## src/cic_defs.vh

```
`ifndef CIC_DEFS_VH
`define CIC_DEFS_VH

// ==========================================================
// i/o port map
// ==========================================================
`define CIC_PRI_EVEN 8'h20
`define CIC_PRI_ODD 8'h21
`define CIC_SEC_EVEN 8'ha0
`define CIC_SEC_ODD 8'ha1

// ==========================================================
// reset values and spurious level code
// ==========================================================
`define CIC_MODE_RST 8'h01
`define CIC_MASK_RST 8'h00
`define CIC_PRIO_RST 3'h7
`define CIC_SPURIOUS 3'h7

// ==========================================================
// field positions
// ==========================================================
`define CIC_INIT_BIT 4
`define CIC_SEL_BIT 3
`define CIC_SL_BIT 6
`define CIC_MODE_AUTO_END_OF_INTERRUPT 1
`define CIC_MODE_SPECIAL_NESTED_MODE 4

// ==========================================================
// eoi / priority command codes, bits 7:5
// ==========================================================
`define CIC_CMD_ROT_AUTO_END_OF_INTERRUPT_CLR 3'h0
`define CIC_CMD_EOI_NS 3'h1
`define CIC_CMD_NOP 3'h2
`define CIC_CMD_EOI_SP 3'h3
`define CIC_CMD_ROT_AUTO_END_OF_INTERRUPT_SET 3'h4
`define CIC_CMD_ROT_NS 3'h5
`define CIC_CMD_SET_PRIO 3'h6
`define CIC_CMD_ROT_SP 3'h7

// ==========================================================
// initialization step encoding
// ==========================================================
`define CIC_STEP_RUN 2'h0
`define CIC_STEP_VBASE 2'h1
`define CIC_STEP_CASC 2'h2
`define CIC_STEP_MODE 2'h3

`endif

```

## src/cic_sync.v

```verilog
`timescale 1ns/100ps
`default_nettype none

// ==========================================================
// three-stage pin synchroniser with agreement filter
// ==========================================================
module cic_sync #(
   parameter W = 16
) (
   input wire clk_sys, // system clock
   input wire rst, // async reset, active high
   input wire [W-1:0] din, // raw pin levels
   output reg [W-1:0] dout // filtered level
);

   genvar b;
   generate
      for (b = 0; b < W; b = b + 1) begin : g_bit
         reg s1_r;
         reg s2_r;
         reg s3_r;
         // first stage feeds only the second; output moves once stages 2 and 3 agree
         always @(posedge clk_sys or posedge rst) begin
            if (rst) begin
               s1_r <= 1'b0;
               s2_r <= 1'b0;
               s3_r <= 1'b0;
               dout[b] <= 1'b0;
            end else begin
               s1_r <= din[b];
               s2_r <= s1_r;
               s3_r <= s2_r;
               if (s2_r == s3_r) begin
                  dout[b] <= s3_r;
               end
            end
         end
      end
   endgenerate

endmodule // cic_sync

`default_nettype wire

```

## src/cic_top.v

```verilog
`timescale 1ns/100ps
`default_nettype none
`include "cic_defs.vh"

// Overview of operation
// - servicing primary line 2 hands second-pulse vector to secondary unit
// - secondary interrupt output enters primary as line 2, never the processor
// - line 2 winning drives cascade code from first to second pulse trailing edge
// - secondary compares cascade code to its id, drives vector on match
// - mode-setup word resets to 01h
// - mode-setup bit 1 selects automatic end-of-interrupt, else normal
// - mode-setup bit 4 selects special fully nested mode
// - mask word write sets or clears each line mask; resets to zero
// - odd port read returns that unit's mask register directly
// - masked lines do not set request bits; unmasking accepts again
// - masking primary line 2 blocks all secondary requests
// - masking a high-priority line leaves lower lines resolving normally
// - command bits 7:5 decode eoi, rotate and set-priority operations
// - low three command bits select level only when bit 6 set
// - after reset, fully nested, non-specific eoi, no rotation
// - even-port write is a command only with bits 4 and 3 zero
// - even-port write with bit 4 starts three-word odd-port initialization
// - vector joins five-bit base with three-bit level code
module cic_top (
   input wire clk_sys, // system clock, 250 MHz
   input wire rst, // async reset, active high
   input wire [7:0] io_addr, // i/o port address
   input wire io_wr, // i/o write strobe, one cycle
   input wire io_rd, // i/o read strobe, one cycle
   input wire [7:0] io_wdata, // i/o write data
   output reg [7:0] io_rdata, // i/o read data, one cycle after io_rd
   input wire [15:0] irq_in, // request pins, bit 2 unused (cascade)
   input wire int_acknowledge_pulse_n, // acknowledge pulse from processor logic, low active
   output reg int_out, // interrupt request to processor
   output reg [7:0] ack_vector, // vector during second acknowledge
   output reg ack_vector_oe, // high while ack_vector is driven
   output reg [2:0] cas_code, // internal cascade lines
   output reg cas_oe // high while cascade code is broadcast
);

   // ==========================================================
   // acknowledge sequencer states
   // ==========================================================
   localparam [3:0] ST_IDLE = 4'b0001;
   localparam [3:0] ST_ACK1 = 4'b0010;
   localparam [3:0] ST_GAP = 4'b0100;
   localparam [3:0] ST_ACK2 = 4'b1000;

   wire [15:0] irq_sync;
   wire [15:0] req_all;
   wire [1:0] int_req;
   wire [5:0] top_lvl;
   wire [15:0] imr_all;
   wire [15:0] irr_all;
   wire [9:0] vbase_all;
   wire [15:0] casc_all;
   wire [1:0] take;
   wire [5:0] take_lvl;
   reg [3:0] st_r;
   reg [3:0] st_nxt;
   reg int_acknowledge_pulse_q_r;
   reg pri_cas_r;
   reg [2:0] pri_lvl_r;
   reg pri_took_r;
   reg sec_took_r;
   wire int_acknowledge_pulse_fall;
   wire int_acknowledge_pulse_rise;
   wire take1;
   wire end1;
   wire take2;
   wire end2;
   wire sec_match;
   wire [1:0] svc_end;

   // ==========================================================
   // request pins into the clock domain
   // ==========================================================
   cic_sync #(
      .W(16)
   ) u_sync (
      .clk_sys(clk_sys),
      .rst(rst),
      .din(irq_in),
      .dout(irq_sync)
   );

   // secondary output cascades into primary line 2, never straight out
   assign req_all = {irq_sync[15:8], irq_sync[7:3], int_req[1], irq_sync[1:0]};

   // ==========================================================
   // acknowledge sequencer
   // ==========================================================
   assign int_acknowledge_pulse_fall = int_acknowledge_pulse_q_r & ~int_acknowledge_pulse_n;
   assign int_acknowledge_pulse_rise = ~int_acknowledge_pulse_q_r & int_acknowledge_pulse_n;
   assign take1 = (st_r == ST_IDLE) && int_acknowledge_pulse_fall;
   assign end1 = (st_r == ST_ACK1) && int_acknowledge_pulse_rise;
   assign take2 = (st_r == ST_GAP) && int_acknowledge_pulse_fall;
   assign end2 = (st_r == ST_ACK2) && int_acknowledge_pulse_rise;

   // next state follows the pulse edges only
   always @* begin
      case (st_r)
         ST_IDLE: st_nxt = int_acknowledge_pulse_fall ? ST_ACK1 : ST_IDLE;
         ST_ACK1: st_nxt = int_acknowledge_pulse_rise ? ST_GAP : ST_ACK1;
         ST_GAP: st_nxt = int_acknowledge_pulse_fall ? ST_ACK2 : ST_GAP;
         ST_ACK2: st_nxt = int_acknowledge_pulse_rise ? ST_IDLE : ST_ACK2;
         default: st_nxt = ST_IDLE;
      endcase
   end

   // secondary only answers when the broadcast code is its own id
   assign sec_match = cas_oe && (cas_code == casc_all[10:8]);

   // primary takes at first pulse, secondary at second pulse on a match
   assign take[0] = take1 && int_req[0];
   assign take_lvl[2:0] = top_lvl[2:0];
   assign take[1] = take2 && sec_match && int_req[1];
   assign take_lvl[5:3] = top_lvl[5:3];
   assign svc_end = {end2 & sec_took_r, end2 & pri_took_r};

   // sequencer registers and the pins it drives
   always @(posedge clk_sys or posedge rst) begin
      if (rst) begin
         st_r <= ST_IDLE;
         int_acknowledge_pulse_q_r <= 1'b1;
         pri_cas_r <= 1'b0;
         pri_lvl_r <= 3'h0;
         pri_took_r <= 1'b0;
         sec_took_r <= 1'b0;
         cas_code <= 3'h0;
         cas_oe <= 1'b0;
         ack_vector <= 8'h00;
         ack_vector_oe <= 1'b0;
         int_out <= 1'b0;
      end else begin
         st_r <= st_nxt;
         int_acknowledge_pulse_q_r <= int_acknowledge_pulse_n;
         int_out <= int_req[0];
         if (take1) begin
            // no pending line at this point reads as a spurious lowest level
            pri_lvl_r <= int_req[0] ? top_lvl[2:0] : `CIC_SPURIOUS;
            pri_took_r <= int_req[0];
            pri_cas_r <= int_req[0] && casc_all[top_lvl[2:0]];
            sec_took_r <= 1'b0;
         end
         if (end1 && pri_cas_r) begin
            cas_code <= pri_lvl_r;
            cas_oe <= 1'b1;
         end
         if (take2) begin
            sec_took_r <= take[1];
            if (sec_match) begin
               ack_vector <= {vbase_all[9:5], top_lvl[5:3]};
               ack_vector_oe <= 1'b1;
            end else if (!pri_cas_r) begin
               ack_vector <= {vbase_all[4:0], pri_lvl_r};
               ack_vector_oe <= 1'b1;
            end
         end
         if (end2) begin
            // cascade code released on the second trailing edge
            cas_oe <= 1'b0;
            cas_code <= 3'h0;
            ack_vector_oe <= 1'b0;
            pri_took_r <= 1'b0;
            sec_took_r <= 1'b0;
         end
      end
   end

   // ==========================================================
   // the two controller units
   // ==========================================================
   genvar u;
   generate
      for (u = 0; u < 2; u = u + 1) begin : g_unit
         localparam [7:0] EVEN = (u == 0) ? `CIC_PRI_EVEN : `CIC_SEC_EVEN;
         localparam [7:0] ODD = (u == 0) ? `CIC_PRI_ODD : `CIC_SEC_ODD;
         reg [7:0] irr_r;
         reg [7:0] isr_r;
         reg [7:0] imr_r;
         reg [7:0] last_r;
         reg [7:0] casc_r;
         reg [7:0] mode_r;
         reg [4:0] vbase_r;
         reg [2:0] prio_r;
         reg [2:0] svc_lvl_r;
         reg [1:0] step_r;
         reg rot_auto_end_of_interrupt_r;
         reg p_hit;
         reg s_hit;
         reg [2:0] p_lvl;
         reg [2:0] s_lvl;
         reg [2:0] p_rank;
         reg [2:0] s_rank;
         reg [2:0] idx;
         reg [7:0] isr_clr;
         integer k;
         wire [7:0] req;
         wire [7:0] pend;
         wire [7:0] irr_set;
         wire [7:0] irr_clr;
         wire [7:0] isr_set;
         wire wr_even;
         wire wr_odd;
         wire wr_init;
         wire wr_cmd;
         wire [2:0] cmd;
         wire [2:0] lsel;
         wire special_nested_mode;

         assign req = req_all[u*8 +: 8];
         assign wr_even = io_wr && (io_addr == EVEN);
         assign wr_odd = io_wr && (io_addr == ODD);
         assign wr_init = wr_even && io_wdata[`CIC_INIT_BIT];
         assign wr_cmd = wr_even && !io_wdata[`CIC_INIT_BIT] && !io_wdata[`CIC_SEL_BIT];
         assign cmd = io_wdata[7:5];
         // level bits only count when the select flag is set
         assign lsel = io_wdata[`CIC_SL_BIT] ? io_wdata[2:0] : s_lvl;
         assign special_nested_mode = mode_r[`CIC_MODE_SPECIAL_NESTED_MODE];

         // mask only hides its own line; others still resolve
         assign pend = irr_r & ~imr_r;
         // a rising request edge is latched only while unmasked
         assign irr_set = req & ~last_r & ~imr_r;
         assign irr_clr = take[u] ? (8'h01 << take_lvl[u*3 +: 3]) : 8'h00;
         assign isr_set = take[u] ? (8'h01 << take_lvl[u*3 +: 3]) : 8'h00;

         // scan from the line after the lowest-priority one
         always @* begin
            p_hit = 1'b0;
            s_hit = 1'b0;
            p_lvl = 3'h0;
            s_lvl = 3'h0;
            p_rank = 3'h0;
            s_rank = 3'h0;
            idx = 3'h0;
            for (k = 0; k < 8; k = k + 1) begin
               idx = prio_r + 3'h1 + k[2:0];
               if (!p_hit && pend[idx]) begin
                  p_hit = 1'b1;
                  p_lvl = idx;
                  p_rank = k[2:0];
               end
               if (!s_hit && isr_r[idx]) begin
                  s_hit = 1'b1;
                  s_lvl = idx;
                  s_rank = k[2:0];
               end
            end
         end

         // fully nested: only a strictly higher line interrupts, equal too in special mode
         assign int_req[u] = p_hit && (!s_hit || (p_rank < s_rank) || (special_nested_mode && p_rank == s_rank));
         assign top_lvl[u*3 +: 3] = p_lvl;
         assign imr_all[u*8 +: 8] = imr_r;
         assign irr_all[u*8 +: 8] = irr_r;
         assign vbase_all[u*5 +: 5] = vbase_r;
         assign casc_all[u*8 +: 8] = casc_r;

         // in-service clears from eoi commands and automatic eoi
         always @* begin
            isr_clr = 8'h00;
            if (wr_cmd) begin
               case (cmd)
                  `CIC_CMD_EOI_NS: isr_clr = s_hit ? (8'h01 << s_lvl) : 8'h00;
                  `CIC_CMD_ROT_NS: isr_clr = s_hit ? (8'h01 << s_lvl) : 8'h00;
                  `CIC_CMD_EOI_SP: isr_clr = 8'h01 << lsel;
                  `CIC_CMD_ROT_SP: isr_clr = 8'h01 << lsel;
                  default: isr_clr = 8'h00;
               endcase
            end
            if (svc_end[u] && mode_r[`CIC_MODE_AUTO_END_OF_INTERRUPT]) begin
               isr_clr = isr_clr | (8'h01 << svc_lvl_r);
            end
         end

         // unit register file and request state
         always @(posedge clk_sys or posedge rst) begin
            if (rst) begin
               irr_r <= 8'h00;
               isr_r <= 8'h00;
               imr_r <= `CIC_MASK_RST;
               last_r <= 8'h00;
               casc_r <= 8'h00;
               mode_r <= `CIC_MODE_RST;
               vbase_r <= 5'h00;
               prio_r <= `CIC_PRIO_RST;
               svc_lvl_r <= 3'h0;
               step_r <= `CIC_STEP_RUN;
               rot_auto_end_of_interrupt_r <= 1'b0;
            end else begin
               last_r <= req;
               // a new edge in the take cycle survives the clear
               irr_r <= (irr_r & ~irr_clr) | irr_set;
               isr_r <= (isr_r & ~isr_clr) | isr_set;
               if (take[u]) begin
                  svc_lvl_r <= take_lvl[u*3 +: 3];
               end
               if (svc_end[u] && mode_r[`CIC_MODE_AUTO_END_OF_INTERRUPT] && rot_auto_end_of_interrupt_r) begin
                  prio_r <= svc_lvl_r;
               end
               if (wr_init) begin
                  // restart: requests, in-service, mask, priority and rotation return to defaults
                  irr_r <= 8'h00;
                  isr_r <= 8'h00;
                  imr_r <= `CIC_MASK_RST;
                  prio_r <= `CIC_PRIO_RST;
                  rot_auto_end_of_interrupt_r <= 1'b0;
                  step_r <= `CIC_STEP_VBASE;
               end else if (wr_cmd) begin
                  case (cmd)
                     `CIC_CMD_ROT_NS: if (s_hit) prio_r <= s_lvl;
                     `CIC_CMD_ROT_SP: prio_r <= lsel;
                     `CIC_CMD_SET_PRIO: prio_r <= lsel;
                     `CIC_CMD_ROT_AUTO_END_OF_INTERRUPT_SET: rot_auto_end_of_interrupt_r <= 1'b1;
                     `CIC_CMD_ROT_AUTO_END_OF_INTERRUPT_CLR: rot_auto_end_of_interrupt_r <= 1'b0;
                     default: rot_auto_end_of_interrupt_r <= rot_auto_end_of_interrupt_r;
                  endcase
               end
               if (wr_odd) begin
                  case (step_r)
                     `CIC_STEP_VBASE: begin
                        vbase_r <= io_wdata[7:3];
                        step_r <= `CIC_STEP_CASC;
                     end
                     `CIC_STEP_CASC: begin
                        casc_r <= io_wdata;
                        step_r <= `CIC_STEP_MODE;
                     end
                     `CIC_STEP_MODE: begin
                        mode_r <= io_wdata;
                        step_r <= `CIC_STEP_RUN;
                     end
                     default: imr_r <= io_wdata;
                  endcase
               end
            end
         end
      end
   endgenerate

   // ==========================================================
   // register reads
   // ==========================================================
   // odd ports show the mask with no select step; even ports show requests
   always @(posedge clk_sys or posedge rst) begin
      if (rst) begin
         io_rdata <= 8'h00;
      end else if (io_rd) begin
         case (io_addr)
            `CIC_PRI_ODD: io_rdata <= imr_all[7:0];
            `CIC_SEC_ODD: io_rdata <= imr_all[15:8];
            `CIC_PRI_EVEN: io_rdata <= irr_all[7:0];
            `CIC_SEC_EVEN: io_rdata <= irr_all[15:8];
            default: io_rdata <= 8'h00;
         endcase
      end
   end

endmodule // cic_top

`default_nettype wire

```

## config.mk

```make
export PLATFORM = sky130hd
export DESIGN_NAME = cic_top
export DESIGN_NICKNAME = d
export VERILOG_FILES = /design/src/cic_sync.v /design/src/cic_top.v
export VERILOG_INCLUDE_DIRS = /design/src
export SDC_FILE = /design/constraint.sdc
export NUM_CORES = 1
export LEC_CHECK = 0
export BUFFER_PORTS_ARGS = -buffer_cell sky130_fd_sc_hd__buf_2
export CORE_UTILIZATION = 48
export CTS_CLUSTER_SIZE = 14
export DETAILED_ROUTE_END_ITERATION = 10
export MAX_ROUTING_LAYER = met4
export SLEW_MARGIN = 20
export SYNTH_ARGS = -nofsm -noshare
export SYNTH_HDL_FRONTEND = slang
export SYNTH_SLANG_ARGS = --single-unit
```

## constraint.sdc

```tcl
create_clock -name clk_sys -period 16.52 [get_ports clk_sys]
set_input_delay 3.304 -clock clk_sys [delete_from_list [all_inputs] [get_ports clk_sys]]
set_output_delay 3.304 -clock clk_sys [all_outputs]
set_load 0.05 [all_outputs]
```

==> insert_results.sql <==
INSERT INTO impl_metrics (metric_group, metric, value, unit) VALUES
('status', 'outcome', 'complete, no violations', ''),
('detailed_routing', 'detailedRoute.firstPassIterationCount', '6', ''),
('floorplan', 'fp.coreArea', '24600', 'um2'),
('worst_hold_path', 'min_path_type', 'reg2reg', ''),
('clocking', 'clock_tree_from_tritoncts', 'done', ''),
('cells_and_area', 'antenna-diode-count', '0', ''),
('global_routing', 'grt_start_max_net_pins', '125', ''),
('worst_setup_path', 'cp_data_arrival_time', '7.10', 'ns'),
('sta', 'setup_violations', '0', ''),
('worst_setup_path', 'worstSetupStartpointType', 'flop', ''),
('global_routing', 'gr-usage-all-layers', '26.2', '%'),
('worst_setup_path', 'crit_path_top_delay_cell', 'sky130_fd_sc_hd__xnor3_1', ''),
('cells_and_area', 'layout.nets', '1280', ''),
('global_routing', 'grt_first_pass_wirelength', '51200', 'um'),
('cells_and_area', 'final.fill_count', '2204', ''),
('clocking', 'post_cts.resized_instances', '0', ''),
('yosys', 'dominantRegCellSynth', 'sky130_fd_sc_hd__dfrtp_1', ''),
('clocking', 'cts_inserted_buffers', '17', ''),
('yosys', 'yosys.area.top_type', 'sky130_fd_sc_hd__dfrtp_1', ''),
('global_routing', 'overflow', '0', ''),
('worst_setup_path', 'worst-path-max-fanout', '43', ''),
('placed_design', 'place.gp.congestion', '0.920', ''),
('clocking', 'clock_sink_count', '200', ''),
('clocking', 'holdBufCountCts', '0', ''),
('sta', 'fmax', '148', 'MHz'),
('cells_and_area', 'area_overhead_of_the_layout_relative_to_synthesis', '8.87', '%'),
('detailed_routing', 'vias_per_cell', '6.23', ''),
('worst_setup_path', 'cpPeakStageDelay', '0.60', 'ns'),
('yosys', 'area_contributors_post_synth', 'sky130_fd_sc_hd__dfrtp_1, sky130_fd_sc_hd__mux4_2, sky130_fd_sc_hd__nand2_1', ''),
('yosys', 'yosys.cell_types.count', '97', ''),
('clocking', 'cts.clk_slew.worst_paths', '0.08', 'ns'),
('yosys', 'synth-seq-area-share', '41.2', '%'),
('sta', 'finalSetupTns', '0', 'ns'),
('detailed_routing', 'routedWlPerCell', '20.4', 'um'),
('worst_setup_path', 'cp_cell_sequence', 'buf_4 > inv_1 > ha_1 > buf_4 > xnor3_1 > mux2i_1 > nand2b_1 > nor3_2 > and3_1 > nor3_1 > o21ai_0 > ha_1 > inv_1 > a21o_1 > a21oi_1 > a41oi_1 > a2bb2oi_2 > nand2_2 > nor3_2 > and2b_1 > a21boi_1 > o21a_1', ''),
('yosys', 'avgSynthCellArea', '10.1', 'um2'),
('detailed_routing', 'postRouteAntennaNets', '0', ''),
('power_and_ir_drop', 'max_ir_drop_vdd', '0.0740', 'mV'),
('sta', 'hold_viol_final', '0', ''),
('floorplan', 'initial_utilization', '49.5', '%'),
('run', 'reported_max_cap_violation_count', '0', ''),
('clocking', 'cts_max_path_buffers', '2', ''),
('global_routing', 'via_count_of_the_first_global_routing_pass', '9200', ''),
('sta', 'unrepaired_setup_endpoints_after_global_routing', 'no', ''),
('sta', 'layout_worst_path_cycle_share', '41.0', '%'),
('placed_design', 'place.port_buffers', '57', ''),
('clocking', 'cts_max_level', '4', ''),
('sta', 'slew_headroom', '36.9', '%'),
('sta', 'fin_ws', '9.75', 'ns'),
('floorplan', 'chipWidth', '161', 'um'),
('sta', 'report.final.slew_viol_count', '0', ''),
('yosys', 'synth_seq_cells', '200', ''),
('global_routing', 'grt_antenna_before_repair', '0', ''),
('clocking', 'cts_root_buffer', 'sky130_fd_sc_hd__clkbuf_16', ''),
('yosys', 'synthesis.nets', '1256', ''),
('yosys', 'syn-cell-area', '12200', 'um2'),
('detailed_routing', 'detail_route.iter0.violations', '729', ''),
('detailed_routing', 'drt_drc_violations_left', '0', ''),
('placed_design', 'dpl.hpwl', '23000', 'um'),
('sta', 'post-route-min-period', '6.77', 'ns'),
('clocking', 'postCtsSetupBuffers', '0', ''),
('clocking', 'clkLatencyLatePin', '0.44', 'ns'),
('floorplan', 'fp.dieArea', '26000', 'um2'),
('worst_setup_path', 'timing_worst_setup_path_type', 'reg2reg', ''),
('worst_setup_path', 'endpoint_kind', 'flop', ''),
('worst_setup_path', 'critPathRequiredTime', '16.85', 'ns'),
('floorplan', 'ioPinCount', '59', ''),
('yosys', 'asr_flop_ratio_synth', '100', '%'),
('power_and_ir_drop', 'leakage', '5.57', 'nW'),
('cells_and_area', 'final_layout_size_suffix_gt1_share', '18.5', '%'),
('sta', 'fin_skew', '0.0105', 'ns');
==> routing by layer <==
metal | share of wire (%) | GRT usage [%]
met4 | 2.2 | 7.38
met3 | 5.5 | 4.39
met1 | 49 | 38.2
met5 | 0 | -
met2 | 44 | 37.5
==> power by group <==
part / switching [mW] / total [mW] / leakage, nW / internal, mW
logic: 0.255 / 0.426 / 2.83 / 0.171
registers: 0.0555 / 0.585 / 2.45 / 0.530
clock network: 0.219 / 0.432 / 0.302 / 0.213
==> path summary, 6_finish.rpt <==
| kind | startpoint | endpoint | slack (ns) | depth (start not counted) |
|---|---|---|---|---|
| setup / recovery | g_unit[0].prio_r[0]$_DFF_PP1_ | g_unit[0].irr_r[1]$_DFF_PP0_ | 9.75 | 22 |
| hold / removal | u_sync.g_bit[4].s1_r$_DFF_PP0_ | u_sync.g_bit[4].s2_r$_DFF_PP0_ | 0.34 | 0 |
| min in group asynchronous | rst | u_sync.g_bit[13].s1_r$_DFF_PP0_ | 3.03 | 2 |
| hold reg to reg | u_sync.g_bit[4].s1_r$_DFF_PP0_ | u_sync.g_bit[4].s2_r$_DFF_PP0_ | 0.34 | 0 |
| setup reg to reg | g_unit[0].prio_r[0]$_DFF_PP1_ | g_unit[0].irr_r[1]$_DFF_PP0_ | 9.75 | 22 |
| max in group asynchronous | rst | u_sync.g_bit[4].s1_r$_DFF_PP0_ | 12.01 | 3 |
==> Yosys cell counts (all sizes together) (15+ instances only) <==
master  number
dfrtp      192
nand2      135
nor2        95
o21ai       66
a21oi       56
mux2        45
mux2i       45
mux4        44
inv         40
clkbuf      36
nand2b      35
nand3       33
buf         23
nor2b       23
nor3        21
a22oi       20
a31oi       19
ha          19
nor3b       17
and3        15
maj3        15
==> registers in the layout, indices dropped and copies added (netlist names), 2 cells and up <==
register / cells
g_unit.imr_r: 16
g_unit.irr_r: 16
g_unit.isr_r: 16
g_unit.last_r: 16
u_sync.dout: 15
u_sync.g_bit.s1_r: 15
u_sync.g_bit.s2_r: 15
u_sync.g_bit.s3_r: 15
g_unit.casc_r: 11
g_unit.vbase_r: 10
ack_vector: 8
io_rdata: 8
g_unit.prio_r: 6
g_unit.svc_lvl_r: 6
g_unit.mode_r: 4
g_unit.step_r: 4
st_r: 4
cas_code: 3
pri_lvl_r: 3
g_unit.rot_auto_end_of_interrupt_r: 2
==> critical path: cells and delay by family (launching register included) <==
| kind | cells | cell delay, ns |
|---|---|---|
| simple gates | 7 | 1.91 |
| buf+inv | 4 | 1.37 |
| compound gates | 7 | 1.13 |
| fa+ha+maj | 2 | 0.60 |
| xor+xnor | 1 | 0.60 |
| flops | 1 | 0.52 |
| mux | 1 | 0.51 |
==> placed cells by master, fill, tap and decap left out, drive strengths merged, types with 8 or more instances in the layout <==
| cell type | instances |
|---|---|
| dfrtp | 192 |
| nand2 | 135 |
| nor2 | 95 |
| o21ai | 66 |
| buf | 64 |
| a21oi | 56 |
| inv | 49 |
| mux2i | 45 |
| mux2 | 45 |
| mux4 | 44 |
| nand2b | 35 |
| nand3 | 33 |
| nor2b | 23 |
| nor3 | 21 |
| a22oi | 20 |
| ha | 19 |
| a31oi | 19 |
| clkbuf | 18 |
| nor3b | 17 |
| and3 | 15 |
| maj3 | 15 |
| o22ai | 13 |
| o2111ai | 13 |
| o31ai | 12 |
| and2 | 12 |
| nand4 | 10 |
| a21o | 10 |
| o211ai | 10 |
| nand3b | 8 |
| dfstp | 8 |
| xnor2 | 8 |
==> area by class of cell <==
class / count / area, um2 / area share [%]
Inverter: 41 / 169 / 1.27
Clock inverter: 14 / 183 / 1.38
Tap cell: 324 / 405 / 3.06
Sequential cell: 200 / 5010 / 37.8
Clock buffer: 18 / 439 / 3.31
Multi-Input combinational cell: 900 / 6710 / 50.6
Timing Repair Buffer: 64 / 338 / 2.55
==> through the flow <==
step                power, mW  cells  hold WS, ns  utilization, %  cell area [um2]
floorplan               0.908   1200        0.331               -            12200
global placement         1.01   1529        0.332            51.4            12600
detailed placement       1.02   1529        0.335            51.4            12600
CTS                      1.45   1561        0.347            53.9            13300
global route             1.52   1561        0.355            53.9            13300
finish                   1.44   1561        0.344            53.9            13300
==> cell families (layout without fill, tap and decap cells) <==
kind of cell	Yosys count	count (layout)	synth area share, %
buffers and inverters	100	137	3.73
XOR/XNOR	12	12	1.58
multiplexers	134	134	16.1
AO/OA/AOI/OAI	294	294	16.4
AND/OR/NAND/NOR	426	426	17.9
flip-flops	200	200	41.2
adder cells (fa/ha/maj)	34	34	3.19
(Power assumes the default switching activity.)
